==> src/inc/idmm_params.svh <==
// Contract
// - 256-byte RAM by indirect address, lower 128 bytes also direct; registers direct only.
// - Four banks of eight 8-bit working registers, reached by register ops.
// - One bank active at a time, picked by bank_select_bits in flags word.
// - Working registers 0 and 1 of active bank hold indirect RAM address.
// - RAM bytes 20h to 2Fh addressable as bytes and as single bits.
// - Bit or byte access decided only by the operation type.
// - Implemented registers at addresses ending 0 or 8 allow bit access.
// - Calls and interrupt entries push the return address on RAM stack; only OP_CALL pushes here, there is no interrupt entry.
// - Stack pointer resets to 07h.
// - Software may write any value into the stack pointer.
// - Push increments pointer first, then stores at the new pointer.
// - Pop reads at current pointer first, then decrements it.
// - Direct addresses 80h-FFh reach registers, not upper RAM.
// - Unimplemented registers and bits read as ones.
// - Unassigned register addresses hold no storage; writes do nothing.
`ifndef IDMM_PARAMS_SVH
`define IDMM_PARAMS_SVH
`define IDMM_RAM_DEPTH   256
`define IDMM_FNR_BASE    8'h80
`define IDMM_BITRAM_BASE 8'h20
`define IDMM_STK_ADDR    8'h81
`define IDMM_FLAGS_ADDR  8'hD0
`define IDMM_PRIM_ADDR   8'hE0
`define IDMM_SEC_ADDR    8'hF0
`define IDMM_STK_RST     8'h07
`define IDMM_FLAGS_RST   8'h00
`define IDMM_PRIM_RST    8'h00
`define IDMM_SEC_RST     8'h00
`define IDMM_UNIMPL      8'hFF
`define IDMM_BANK_HI     4
`define IDMM_BANK_LO     3
`define IDMM_STEP        8'h01
`endif

==> src/inc/idmm_pkg.sv <==
package idmm_pkg;
  typedef enum logic [3:0] {
    OP_IDLE, OP_DIR_RD, OP_DIR_WR, OP_IND_RD, OP_IND_WR,
    OP_REG_RD, OP_REG_WR, OP_BIT_RD, OP_BIT_WR,
    OP_PUSH, OP_POP, OP_CALL, OP_RET
  } idmm_op_e;

  typedef enum logic [1:0] {ST_IDLE, ST_CALL2, ST_RET2} idmm_st_e;

  typedef struct packed {
    idmm_op_e    op;      // operation
    logic [7:0]  addr;    // direct/bit address, reg index, pointer sel
    logic [7:0]  wrData;  // byte to write or push
    logic        bitVal;  // bit to write
    logic [15:0] retAddr; // return address for call
  } idmm_req_s;

  typedef struct packed {
    logic [7:0] addr;
    logic       we;
    logic [7:0] wrData;
  } idmm_fnr_s;
endpackage : idmm_pkg

==> src/hw/idmm_data_memory.sv <==
`include "idmm_params.svh"
module idmm_data_memory #(
  parameter int RAM_DEPTH = `IDMM_RAM_DEPTH
) (
  input  wire logic                 clk,         // core clock
  input  wire logic                 sys_rst,     // sync reset, high
  input  wire logic                 reqValid,    // request offered
  input  idmm_pkg::idmm_req_s       req,         // request fields
  output logic                      reqReady,    // request taken
  output logic                      rspValid_ff, // answer pulse
  output logic      [7:0]           rspData_ff,  // byte read
  output logic                      rspBit_ff,   // bit read
  output logic      [15:0]          rspRet_ff,   // popped address
  output idmm_pkg::idmm_fnr_s       extFnr,      // outside register port
  input  wire logic                 extClaim,    // outside reg exists
  input  wire logic [7:0]           extRdData    // outside reg value
);
  ////////////////////////////////////////////////////////////////////////
  // storage and state
  logic [7:0] ram_ff  [RAM_DEPTH];
  logic [7:0] nxt_ram [RAM_DEPTH];
  idmm_pkg::idmm_st_e state_ff, nxt_state;
  logic [7:0]  savedHi_ff, nxt_savedHi;
  logic        nxt_rspValid;
  logic [7:0]  nxt_rspData;
  logic        nxt_rspBit;
  logic [15:0] nxt_rspRet;

  logic        accept;
  logic [1:0]  bank;
  logic [7:0]  stkValue;
  logic [7:0]  stkPlus;
  logic [7:0]  ptrAddr;
  logic [7:0]  regIdx;
  logic [7:0]  bitByte;
  logic [2:0]  bitIdx;
  logic [7:0]  target;
  logic        isFnr;
  logic        doWr;
  logic        isBitOp;
  logic [7:0]  fnrRdAddr;
  logic [7:0]  intData;
  logic        intHit;
  logic [7:0]  fnrByte;
  logic [7:0]  readByte;
  logic [7:0]  newByte;
  logic        ramWe;
  logic        intWe;
  logic        stkInc;
  logic        stkDec;

  assign reqReady = (state_ff == idmm_pkg::ST_IDLE);
  assign accept   = reqValid && reqReady;
  assign stkPlus  = stkValue + `IDMM_STEP;

  ////////////////////////////////////////////////////////////////////////
  // address resolution
  // bank n sits at 8n..8n+7; pointer regs are entries 0 and 1
  assign regIdx  = {3'h0, bank, req.addr[2:0]};
  assign ptrAddr = ram_ff[{3'h0, bank, 2'h0, req.addr[0]}];
  assign bitIdx  = req.addr[2:0];
  // upper bit addresses can only land on x0h/x8h registers
  assign bitByte = req.addr[7] ? {req.addr[7:3], 3'h0}
                 : (`IDMM_BITRAM_BASE | {4'h0, req.addr[6:3]});

  always_comb begin
    target  = req.addr;
    isFnr   = 1'b0;
    doWr    = 1'b0;
    isBitOp = 1'b0;
    stkInc  = 1'b0;
    stkDec  = 1'b0;
    newByte = req.wrData;
    if (state_ff == idmm_pkg::ST_CALL2) begin
      target  = stkPlus;
      doWr    = 1'b1;
      stkInc  = 1'b1;
      newByte = savedHi_ff;
    end else if (state_ff == idmm_pkg::ST_RET2) begin
      target = stkValue;
      stkDec = 1'b1;
    end else if (accept) begin
      case (req.op)
        idmm_pkg::OP_DIR_RD, idmm_pkg::OP_DIR_WR: begin
          target = req.addr;
          isFnr  = (req.addr >= `IDMM_FNR_BASE);
          doWr   = (req.op == idmm_pkg::OP_DIR_WR);
        end
        idmm_pkg::OP_IND_RD, idmm_pkg::OP_IND_WR: begin
          target = ptrAddr;
          doWr   = (req.op == idmm_pkg::OP_IND_WR);
        end
        idmm_pkg::OP_REG_RD, idmm_pkg::OP_REG_WR: begin
          target = regIdx;
          doWr   = (req.op == idmm_pkg::OP_REG_WR);
        end
        idmm_pkg::OP_BIT_RD, idmm_pkg::OP_BIT_WR: begin
          target  = bitByte;
          isFnr   = req.addr[7];
          isBitOp = 1'b1;
          doWr    = (req.op == idmm_pkg::OP_BIT_WR);
        end
        idmm_pkg::OP_PUSH, idmm_pkg::OP_CALL: begin
          target = stkPlus;
          doWr   = 1'b1;
          stkInc = 1'b1;
          if (req.op == idmm_pkg::OP_CALL) begin
            newByte = req.retAddr[7:0];
          end
        end
        idmm_pkg::OP_POP, idmm_pkg::OP_RET: begin
          target = stkValue;
          stkDec = 1'b1;
        end
        default: begin
          target = req.addr;
        end
      endcase
    end
    if (isBitOp) begin
      newByte = readByte;
      newByte[bitIdx] = req.bitVal;
    end
  end

  ////////////////////////////////////////////////////////////////////////
  // register space read and write
  assign fnrRdAddr = target;

  idmm_fnr_core idmm_fnr_core_i (
    .clk      (clk),
    .sys_rst  (sys_rst),
    .rdAddr   (fnrRdAddr),
    .rdData   (intData),
    .rdHit    (intHit),
    .wrEn     (intWe),
    .wrData   (newByte),
    .stkInc   (stkInc),
    .stkDec   (stkDec),
    .stkValue (stkValue),
    .bankSel  (bank)
  );

  // nothing answers an empty address, so it floats to ones
  assign fnrByte  = intHit ? intData
                  : (extClaim ? extRdData : `IDMM_UNIMPL);
  assign readByte = isFnr ? fnrByte : ram_ff[target];
  assign ramWe    = doWr && !isFnr && !sys_rst;
  assign intWe    = doWr && isFnr && intHit;

  // empty addresses keep no copy here; the write only goes out
  assign extFnr.addr   = target;
  assign extFnr.we     = doWr && isFnr && !intHit && !sys_rst;
  assign extFnr.wrData = newByte;

  ////////////////////////////////////////////////////////////////////////
  // scratch-pad storage
  for (genvar i = 0; i < RAM_DEPTH; i++) begin : g_ram
    assign nxt_ram[i] = (ramWe && target == 8'(i)) ? newByte : ram_ff[i];
  end

  always_ff @(posedge clk) begin
    ram_ff <= nxt_ram;
  end

  ////////////////////////////////////////////////////////////////////////
  // sequencing and answer
  always_comb begin
    nxt_state    = state_ff;
    nxt_savedHi  = savedHi_ff;
    nxt_rspValid = 1'b0;
    nxt_rspData  = rspData_ff;
    nxt_rspBit   = rspBit_ff;
    nxt_rspRet   = rspRet_ff;
    if (sys_rst) begin
      nxt_state   = idmm_pkg::ST_IDLE;
      nxt_savedHi = 8'h00;
      nxt_rspData = 8'h00;
      nxt_rspBit  = 1'b0;
      nxt_rspRet  = 16'h0000;
    end else begin
      case (state_ff)
        idmm_pkg::ST_IDLE: begin
          if (accept) begin
            nxt_rspData = readByte;
            nxt_rspBit  = readByte[bitIdx];
            if (req.op == idmm_pkg::OP_CALL) begin
              nxt_savedHi = req.retAddr[15:8];
              nxt_state   = idmm_pkg::ST_CALL2;
            end else if (req.op == idmm_pkg::OP_RET) begin
              nxt_rspRet[15:8] = readByte;
              nxt_state        = idmm_pkg::ST_RET2;
            end else begin
              nxt_rspValid = 1'b1;
            end
          end
        end
        idmm_pkg::ST_CALL2: begin
          nxt_rspValid = 1'b1;
          nxt_state    = idmm_pkg::ST_IDLE;
        end
        idmm_pkg::ST_RET2: begin
          nxt_rspRet[7:0] = readByte;
          nxt_rspData     = readByte;
          nxt_rspValid    = 1'b1;
          nxt_state       = idmm_pkg::ST_IDLE;
        end
        default: begin
          nxt_state = idmm_pkg::ST_IDLE;
        end
      endcase
    end
  end

  always_ff @(posedge clk) begin
    state_ff    <= nxt_state;
    savedHi_ff  <= nxt_savedHi;
    rspValid_ff <= nxt_rspValid;
    rspData_ff  <= nxt_rspData;
    rspBit_ff   <= nxt_rspBit;
    rspRet_ff   <= nxt_rspRet;
  end

  logic rstSeen_ff;
  always_ff @(posedge clk) begin
    rstSeen_ff <= sys_rst;
  end
endmodule : idmm_data_memory

==> src/hw/idmm_sfr_core.sv <==
`include "idmm_params.svh"
module idmm_fnr_core (
  input  wire logic       clk,      // core clock
  input  wire logic       sys_rst,  // sync reset, high
  input  wire logic [7:0] rdAddr,   // register read address
  output logic      [7:0] rdData,   // read data
  output logic            rdHit,    // address is held here
  input  wire logic       wrEn,     // write strobe
  input  wire logic [7:0] wrData,   // write data, at rdAddr
  input  wire logic       stkInc,   // push step
  input  wire logic       stkDec,   // pop step
  output logic      [7:0] stkValue, // stack_top_pointer
  output logic      [1:0] bankSel   // bank_select_bits
);
  logic [7:0] stkTop_ff, flags_ff, primOp_ff, secOp_ff;
  logic [7:0] nxt_stkTop, nxt_flags, nxt_primOp, nxt_secOp;

  always_comb begin
    rdHit  = 1'b1;
    rdData = `IDMM_UNIMPL;
    case (rdAddr)
      `IDMM_STK_ADDR:   rdData = stkTop_ff;
      `IDMM_FLAGS_ADDR: rdData = flags_ff;
      `IDMM_PRIM_ADDR:  rdData = primOp_ff;
      `IDMM_SEC_ADDR:   rdData = secOp_ff;
      default:          rdHit  = 1'b0;
    endcase
  end

  always_comb begin
    nxt_stkTop = stkTop_ff;
    nxt_flags  = flags_ff;
    nxt_primOp = primOp_ff;
    nxt_secOp  = secOp_ff;
    if (sys_rst) begin
      nxt_stkTop = `IDMM_STK_RST;
      nxt_flags  = `IDMM_FLAGS_RST;
      nxt_primOp = `IDMM_PRIM_RST;
      nxt_secOp  = `IDMM_SEC_RST;
    end else begin
      if (wrEn && rdAddr == `IDMM_STK_ADDR) begin
        nxt_stkTop = wrData;
      end else if (stkInc) begin
        nxt_stkTop = stkTop_ff + `IDMM_STEP;
      end else if (stkDec) begin
        nxt_stkTop = stkTop_ff - `IDMM_STEP;
      end
      if (wrEn && rdAddr == `IDMM_FLAGS_ADDR) begin
        nxt_flags = wrData;
      end
      if (wrEn && rdAddr == `IDMM_PRIM_ADDR) begin
        nxt_primOp = wrData;
      end
      if (wrEn && rdAddr == `IDMM_SEC_ADDR) begin
        nxt_secOp = wrData;
      end
    end
  end

  always_ff @(posedge clk) begin
    stkTop_ff <= nxt_stkTop;
    flags_ff  <= nxt_flags;
    primOp_ff <= nxt_primOp;
    secOp_ff  <= nxt_secOp;
  end

  assign stkValue = stkTop_ff;
  assign bankSel  = flags_ff[`IDMM_BANK_HI:`IDMM_BANK_LO];
endmodule : idmm_fnr_core

==> config.mk <==
export PLATFORM = sky130hd
export DESIGN_NAME = idmm_data_memory
export DESIGN_NICKNAME = d
export VERILOG_FILES = /design/src/inc/idmm_pkg.sv /design/src/hw/idmm_data_memory.sv /design/src/hw/idmm_sfr_core.sv
export VERILOG_INCLUDE_DIRS = /design/src /design/src/inc
export SDC_FILE = /design/constraint.sdc
export NUM_CORES = 2
export LEC_CHECK = 0
export ABC_AREA = 1
export BUFFER_PORTS_ARGS = -buffer_cell sky130_fd_sc_hd__buf_2
export CAP_MARGIN = 10
export CORE_MARGIN = 3
export CORE_UTILIZATION = 40
export DETAILED_ROUTE_END_ITERATION = 7
export PLACE_DENSITY = 0.65
export SLEW_MARGIN = 20
export SYNTH_ARGS = -nofsm -noshare
export SYNTH_HDL_FRONTEND = slang
export SYNTH_SLANG_ARGS = --single-unit
export TNS_END_PERCENT = 30
==> constraint.sdc <==
create_clock -name clk -period 8 [get_ports clk]
set_input_delay 0.8 -clock clk [delete_from_list [all_inputs] [get_ports clk]]
set_output_delay 0.8 -clock clk [all_outputs]
set_load 0.02 [all_outputs]
After elaboration in Yosys (flattened, before gate mapping):

Cells that the tools add are included.

* input port bits: 49
* output and inout port bits: 44
* register bits after elaboration: 2116
* word-level logic and storage cells: 896

* mux-type cells: 58
* $lt $le $gt $ge: 5
* equal/unequal tests: 270
* reduce and logical (&&, ||, !) cells: 290
* add/sub/neg operators: 2
* bitwise gates (word level): 4

Operators by type and width (count)
* $eq 8x8->1 const B: 128
* $eq 8x7->1 const B: 64
* $logic_and 1x1->1: 268
* $eq 8x6->1 const B: 32
* $mux 8: 21
* $bmux 8 s8: 2
* $eq 8x5->1 const B: 16
* $eq 8x4->1 const B: 8
* $pmux 8 s5: 1
* $eq 8x3->1 const B: 4
* $pmux 8 s4: 1
* $mux 1: 24
* $eq 4x4->1 const B: 5
* $ge 9x9->1 const B: 2
* $eq 4x3->1 const B: 4
* $eq 8x2->1 const B: 2
* $pmux 8 s2: 1
* $reduce_or 2->1: 8
* $not 5->9: 1
* $not 8->9: 1
* $add 8x1->8 const B: 1
* $bwmux 8: 1
* $eq 4x2->1 const B: 2
* $eq 8x1->1 const B: 1
* other kinds (23): 31

Longest topological paths before layout:

* word-level depth: 16
* mapped depth: 34

By module:

Synthesis repeated with hierarchy kept, for this count alone.

* cell total of the unflattened synthesis: 8949
* area, all modules: 90914.7 µm²

Modules (own cells, without submodules)
* idmm_data_memory: sequential area each 62219.7 µm², times used 1, cells each 8662, area each 88957.8 µm²
* idmm_fnr_core: sequential area each 640.6 µm², times used 1, cells each 287, area each 1956.9 µm²

Worst setup path before layout:

No wires, ideal clock.

* path type: input port to flip-flop
* start point: input port req[25] in the netlist's numbering
* end point: register ram_ff[1005] in the netlist's numbering, data pin
* arrival time: 6.515 ns
* library setup time: 0.859 ns
* data required time: 7.141 ns
* buffers on the path: 5
* stages: 27
* path slack: 0.626 ns
* cell sequence: buf_4 > inv_2 > buf_6 > buf_6 > o211ai_1 > nand3_1 > nand3_1 > o211ai_1 > nand2_1 > nand2_1 > nand2_1 > nand2_1 > nor2_2 > buf_2 > buf_2 > nand2_1 > nand4_1 > nand2_1 > nand2_1 > nor2_1 > nor2_1 > nor2_1 > nand2_1 > nand2_1 > nand2_1 > nand2_1 > nand2_1

RTL lines
* from (decl): line idmm_data_memory.sv:8 `input idmm_pkg::idmm_req_s req,`
* to (signal assigned): line idmm_data_memory.sv:163 `ram_ff <= nxt_ram;`
* to (decl): line idmm_data_memory.sv:20 `logic [7:0] ram_ff [RAM_DEPTH];`

==> metrics <==
Critical Path Start Type flop; # DRC 0; Crit Path Class reg -> out; share of cells above drive strength 1 6.55%; highest clock rate 129 MHz; worst IR drop on VDD about 0.28 mV; final worst-path cycle share 96.6%; Cell Pwr Density 251 nW/µm²; Initial Utilization 40.4%; Final Hold Violating Endpoints 0; setup tns final 0 ps; RSZ-0062 raised after global routing false; final setup skew 46.4 ps; post-route insts no fill 12000; Die X 481 µm; outcome complete, no violations; gr usage total 22.5%; vias after detailed routing 64400; CP arrival 6930 ps; LEAKAGE 39.6 nW; Cells after Synth 8886; vias in the first global route ~60000; Worst setup endpoint extFnr[6]; grt total ovfl 0; Die Area 231000 µm²; vias per inst 5.35; TritonCTS clock tree yes; routability congestion estimate approximately 0.92; worst setup path start idmm_fnr_core_i.stkValue[0]; drt total wl 266000 µm; Setup Fix Bufs, Post-CTS 0; CTS Sinks 2116; # port buffers roughly 90; Req. time, crit path 7200 ps; Worst-Skew Late Latency around 860 ps; hpwl dp roughly 160000 µm; first-pass GRT wire length 394000 µm; Slew HR between 20% and 30%; hold buffer count at CTS 0; post-synthesis sequential area ratio 69.6%; DP Cell Count around 12000; R2R Setup Slk 960 ps; Netlist cell types 40; Max-Cap Viols 0; Synth-to-Final Area Change 11.5%; wire per inst 22.1 µm; Clock Path Buffers 3; Initial DRC Count 7654; worst r2r src idmm_fnr_core_i.stkValue[0]; clock root buffer master clkbuf_16; Reg clk slew, reported paths 60 ps; total CTS buffers 212; Yosys top cell area share 68.1%; crit path max fanout 167; main area contributors after synthesis edfxtp_1 (68%), nand2_1 (19%), nand3_1 (2.7%), nor2_1 (2.1%), buf_2 (1.5%); core area ~220000 µm²; fillers about 21000; CP Capture Type output port; largest net degree at the start of global routing 205; Pre-antenna DRT Iters 7; Yosys warnings 0; fin crit period between 7000 and 8000 ps; # IOs 93; FF-to-FF End ram_ff[1649]; biggest area consumer among synthesized cells edfxtp_1; Slew Limit Fails 0; H-tree levels 4; Worst R2R Path Depth 27; layout net count 8924; syn_nets 8941; worst slew pin tran 1180 ps; DIE HEIGHT 481 µm; Yosys reg bits 2116; leading cell type in the layout, fill and taps excluded nand2_1; DRT antenna net count 0; syn_area_per_cell 10.2 µm²; site row count 173; initial antenna violation count 4; area of the mapped netlist approximately 90000 µm²; most frequent cells in the layout nand2_1 (4661), edfxtp_1 (2048), nor2_1 (499); worst hold path class in -> reg; Final Setup Violations 0
## worst max-delay path: stages, from the launching register on
cell and delay [ps]:
dfxtp_1 450, clkinv_1 400, ha_1 480, inv_1 100, o21ai_0 100, nor2_1 150, nand2_1 70, nand2_1 60
nand2_1 100, nand2_1 170, nand2_8 270, buf_12 460, nand2_1 260, nand2_1 110, nand2_1 80, nand2_1 60
o21ai_0 830, nand2_1 110, nor2_1 300, nand3_1 180, o21ai_1 400, nand3_1 120, nand2_1 170, nand2_4 220
buf_2 270
## kinds of logic (layout without fill, tap and decap cells)
group | Yosys count | in the layout | share of synthesized area, %
adders and majority gates | 6 | 6 | 0.0832
and+or+nand+nor | 5739 | 5739 | 24.7
xor gates and xnor gates | 8 | 8 | 0.0776
DFF | 2116 | 2116 | 69.6
buffers and inverters | 651 | 808 | 3.26
AOI/OAI and AO/OA | 366 | 366 | 2.22
other | 0 | 2 | 0
## metrics by stage
| step | util, % | setup slack [ps] | power, mW | hold slack, ps | cell area [µm²] |
|---|---|---|---|---|---|
| 2_1_floorplan | - | 626 | 14.6 | 441 | 90300 |
| 6_report | 45.1 | 272 | 25.3 | 211 | 101000 |
| 4_1_cts | 45.1 | 239 | 25.3 | 157 | 101000 |
| 3_5_place_dp | 42.1 | 638 | 15.8 | 457 | 94000 |
| 5_1_grt | 45.1 | 96.2 | 26.1 | 186 | 101000 |
| 3_3_place_gp | 42.1 | 697 | 15.8 | 449 | 94000 |
## report_power, final
part / switching (mW) / internal, mW
Sequential: 0.0109 / 12.3
Combinational: 2.52 / 0.749
Clock: 4.25 / 5.40
Total: 6.79 / 18.5
## routing by layer
metal | track usage [%] | vias up | wire length (µm)
met5 | 0 | - | 13
met4 | 8.53 | 2 | 10300
met3 | 5.09 | 492 | 29300
met2 | 34.3 | 3481 | 119000
met1 | 31.5 | 31000 | 108000
li1 | - | 29300 | -
## worst min-delay path by stage
| stage | slack, ps | depth (start not counted) | start | end |
|---|---|---|---|---|
| global placement | 450 | 2 | savedHi_ff[0] | savedHi_ff[0] |
| CTS | 160 | 3 | req[13] | savedHi_ff[5] |
| global route | 190 | 3 | req[8] | savedHi_ff[0] |
| detailed placement | 460 | 2 | savedHi_ff[0] | savedHi_ff[0] |
| floorplan | 440 | 2 | savedHi_ff[0] | savedHi_ff[0] |
| finish | 210 | 3 | req[8] | savedHi_ff[0] |
## cell usage after synthesis, drive strengths merged
master  number
nand2     4685
edfxtp    2048
nor2       514
nand3      486
buf        324
o21ai      195
inv        170
clkbuf     148
a21oi      106
dfxtp       68
nand4       36
o21bai      24
o211ai      19
nor3        17
o22ai       13
clkinv       9
xor2         8
ha           6
o31ai        3
o21a         2
a211oi       1
a21boi       1
a31oi        1
nand3b       1
o221ai       1
## final cells by class
cell class                 count  area [µm²]  share of cell area [%]
sequential                  2116       62900                    62.4
multi-input combinational   6119       24700                    24.5
clock buffer                 270        5640                    5.60
tap                         2975        3720                    3.70
timing repair buffer         241        2080                    2.07
clock inverter               118        1040                    1.03
inverter                     179         679                   0.675
antenna                        2        5.00                 0.00497
## sequential cells by signal (all words and copies together) (netlist names)
signal                     count
rspData_ff                     8
ram_ff                      2048
rspRet_ff                     16
idmm_fnr_core_i.flags_ff       8
rspValid_ff                    1
state_ff                       2
idmm_fnr_core_i.primOp_ff      8
idmm_fnr_core_i.stkValue       8
idmm_fnr_core_i.secOp_ff       8
rspBit_ff                      1
savedHi_ff                     8
## timing repair
| item | in CTS | in global routing |
|---|---|---|
| setup endpoints to repair | 0 | 1 |
| resized for setup | 0 | 1 |
| endpoints found under the hold margin | 0 | 0 |
Power figures use the tool's default switching activity.
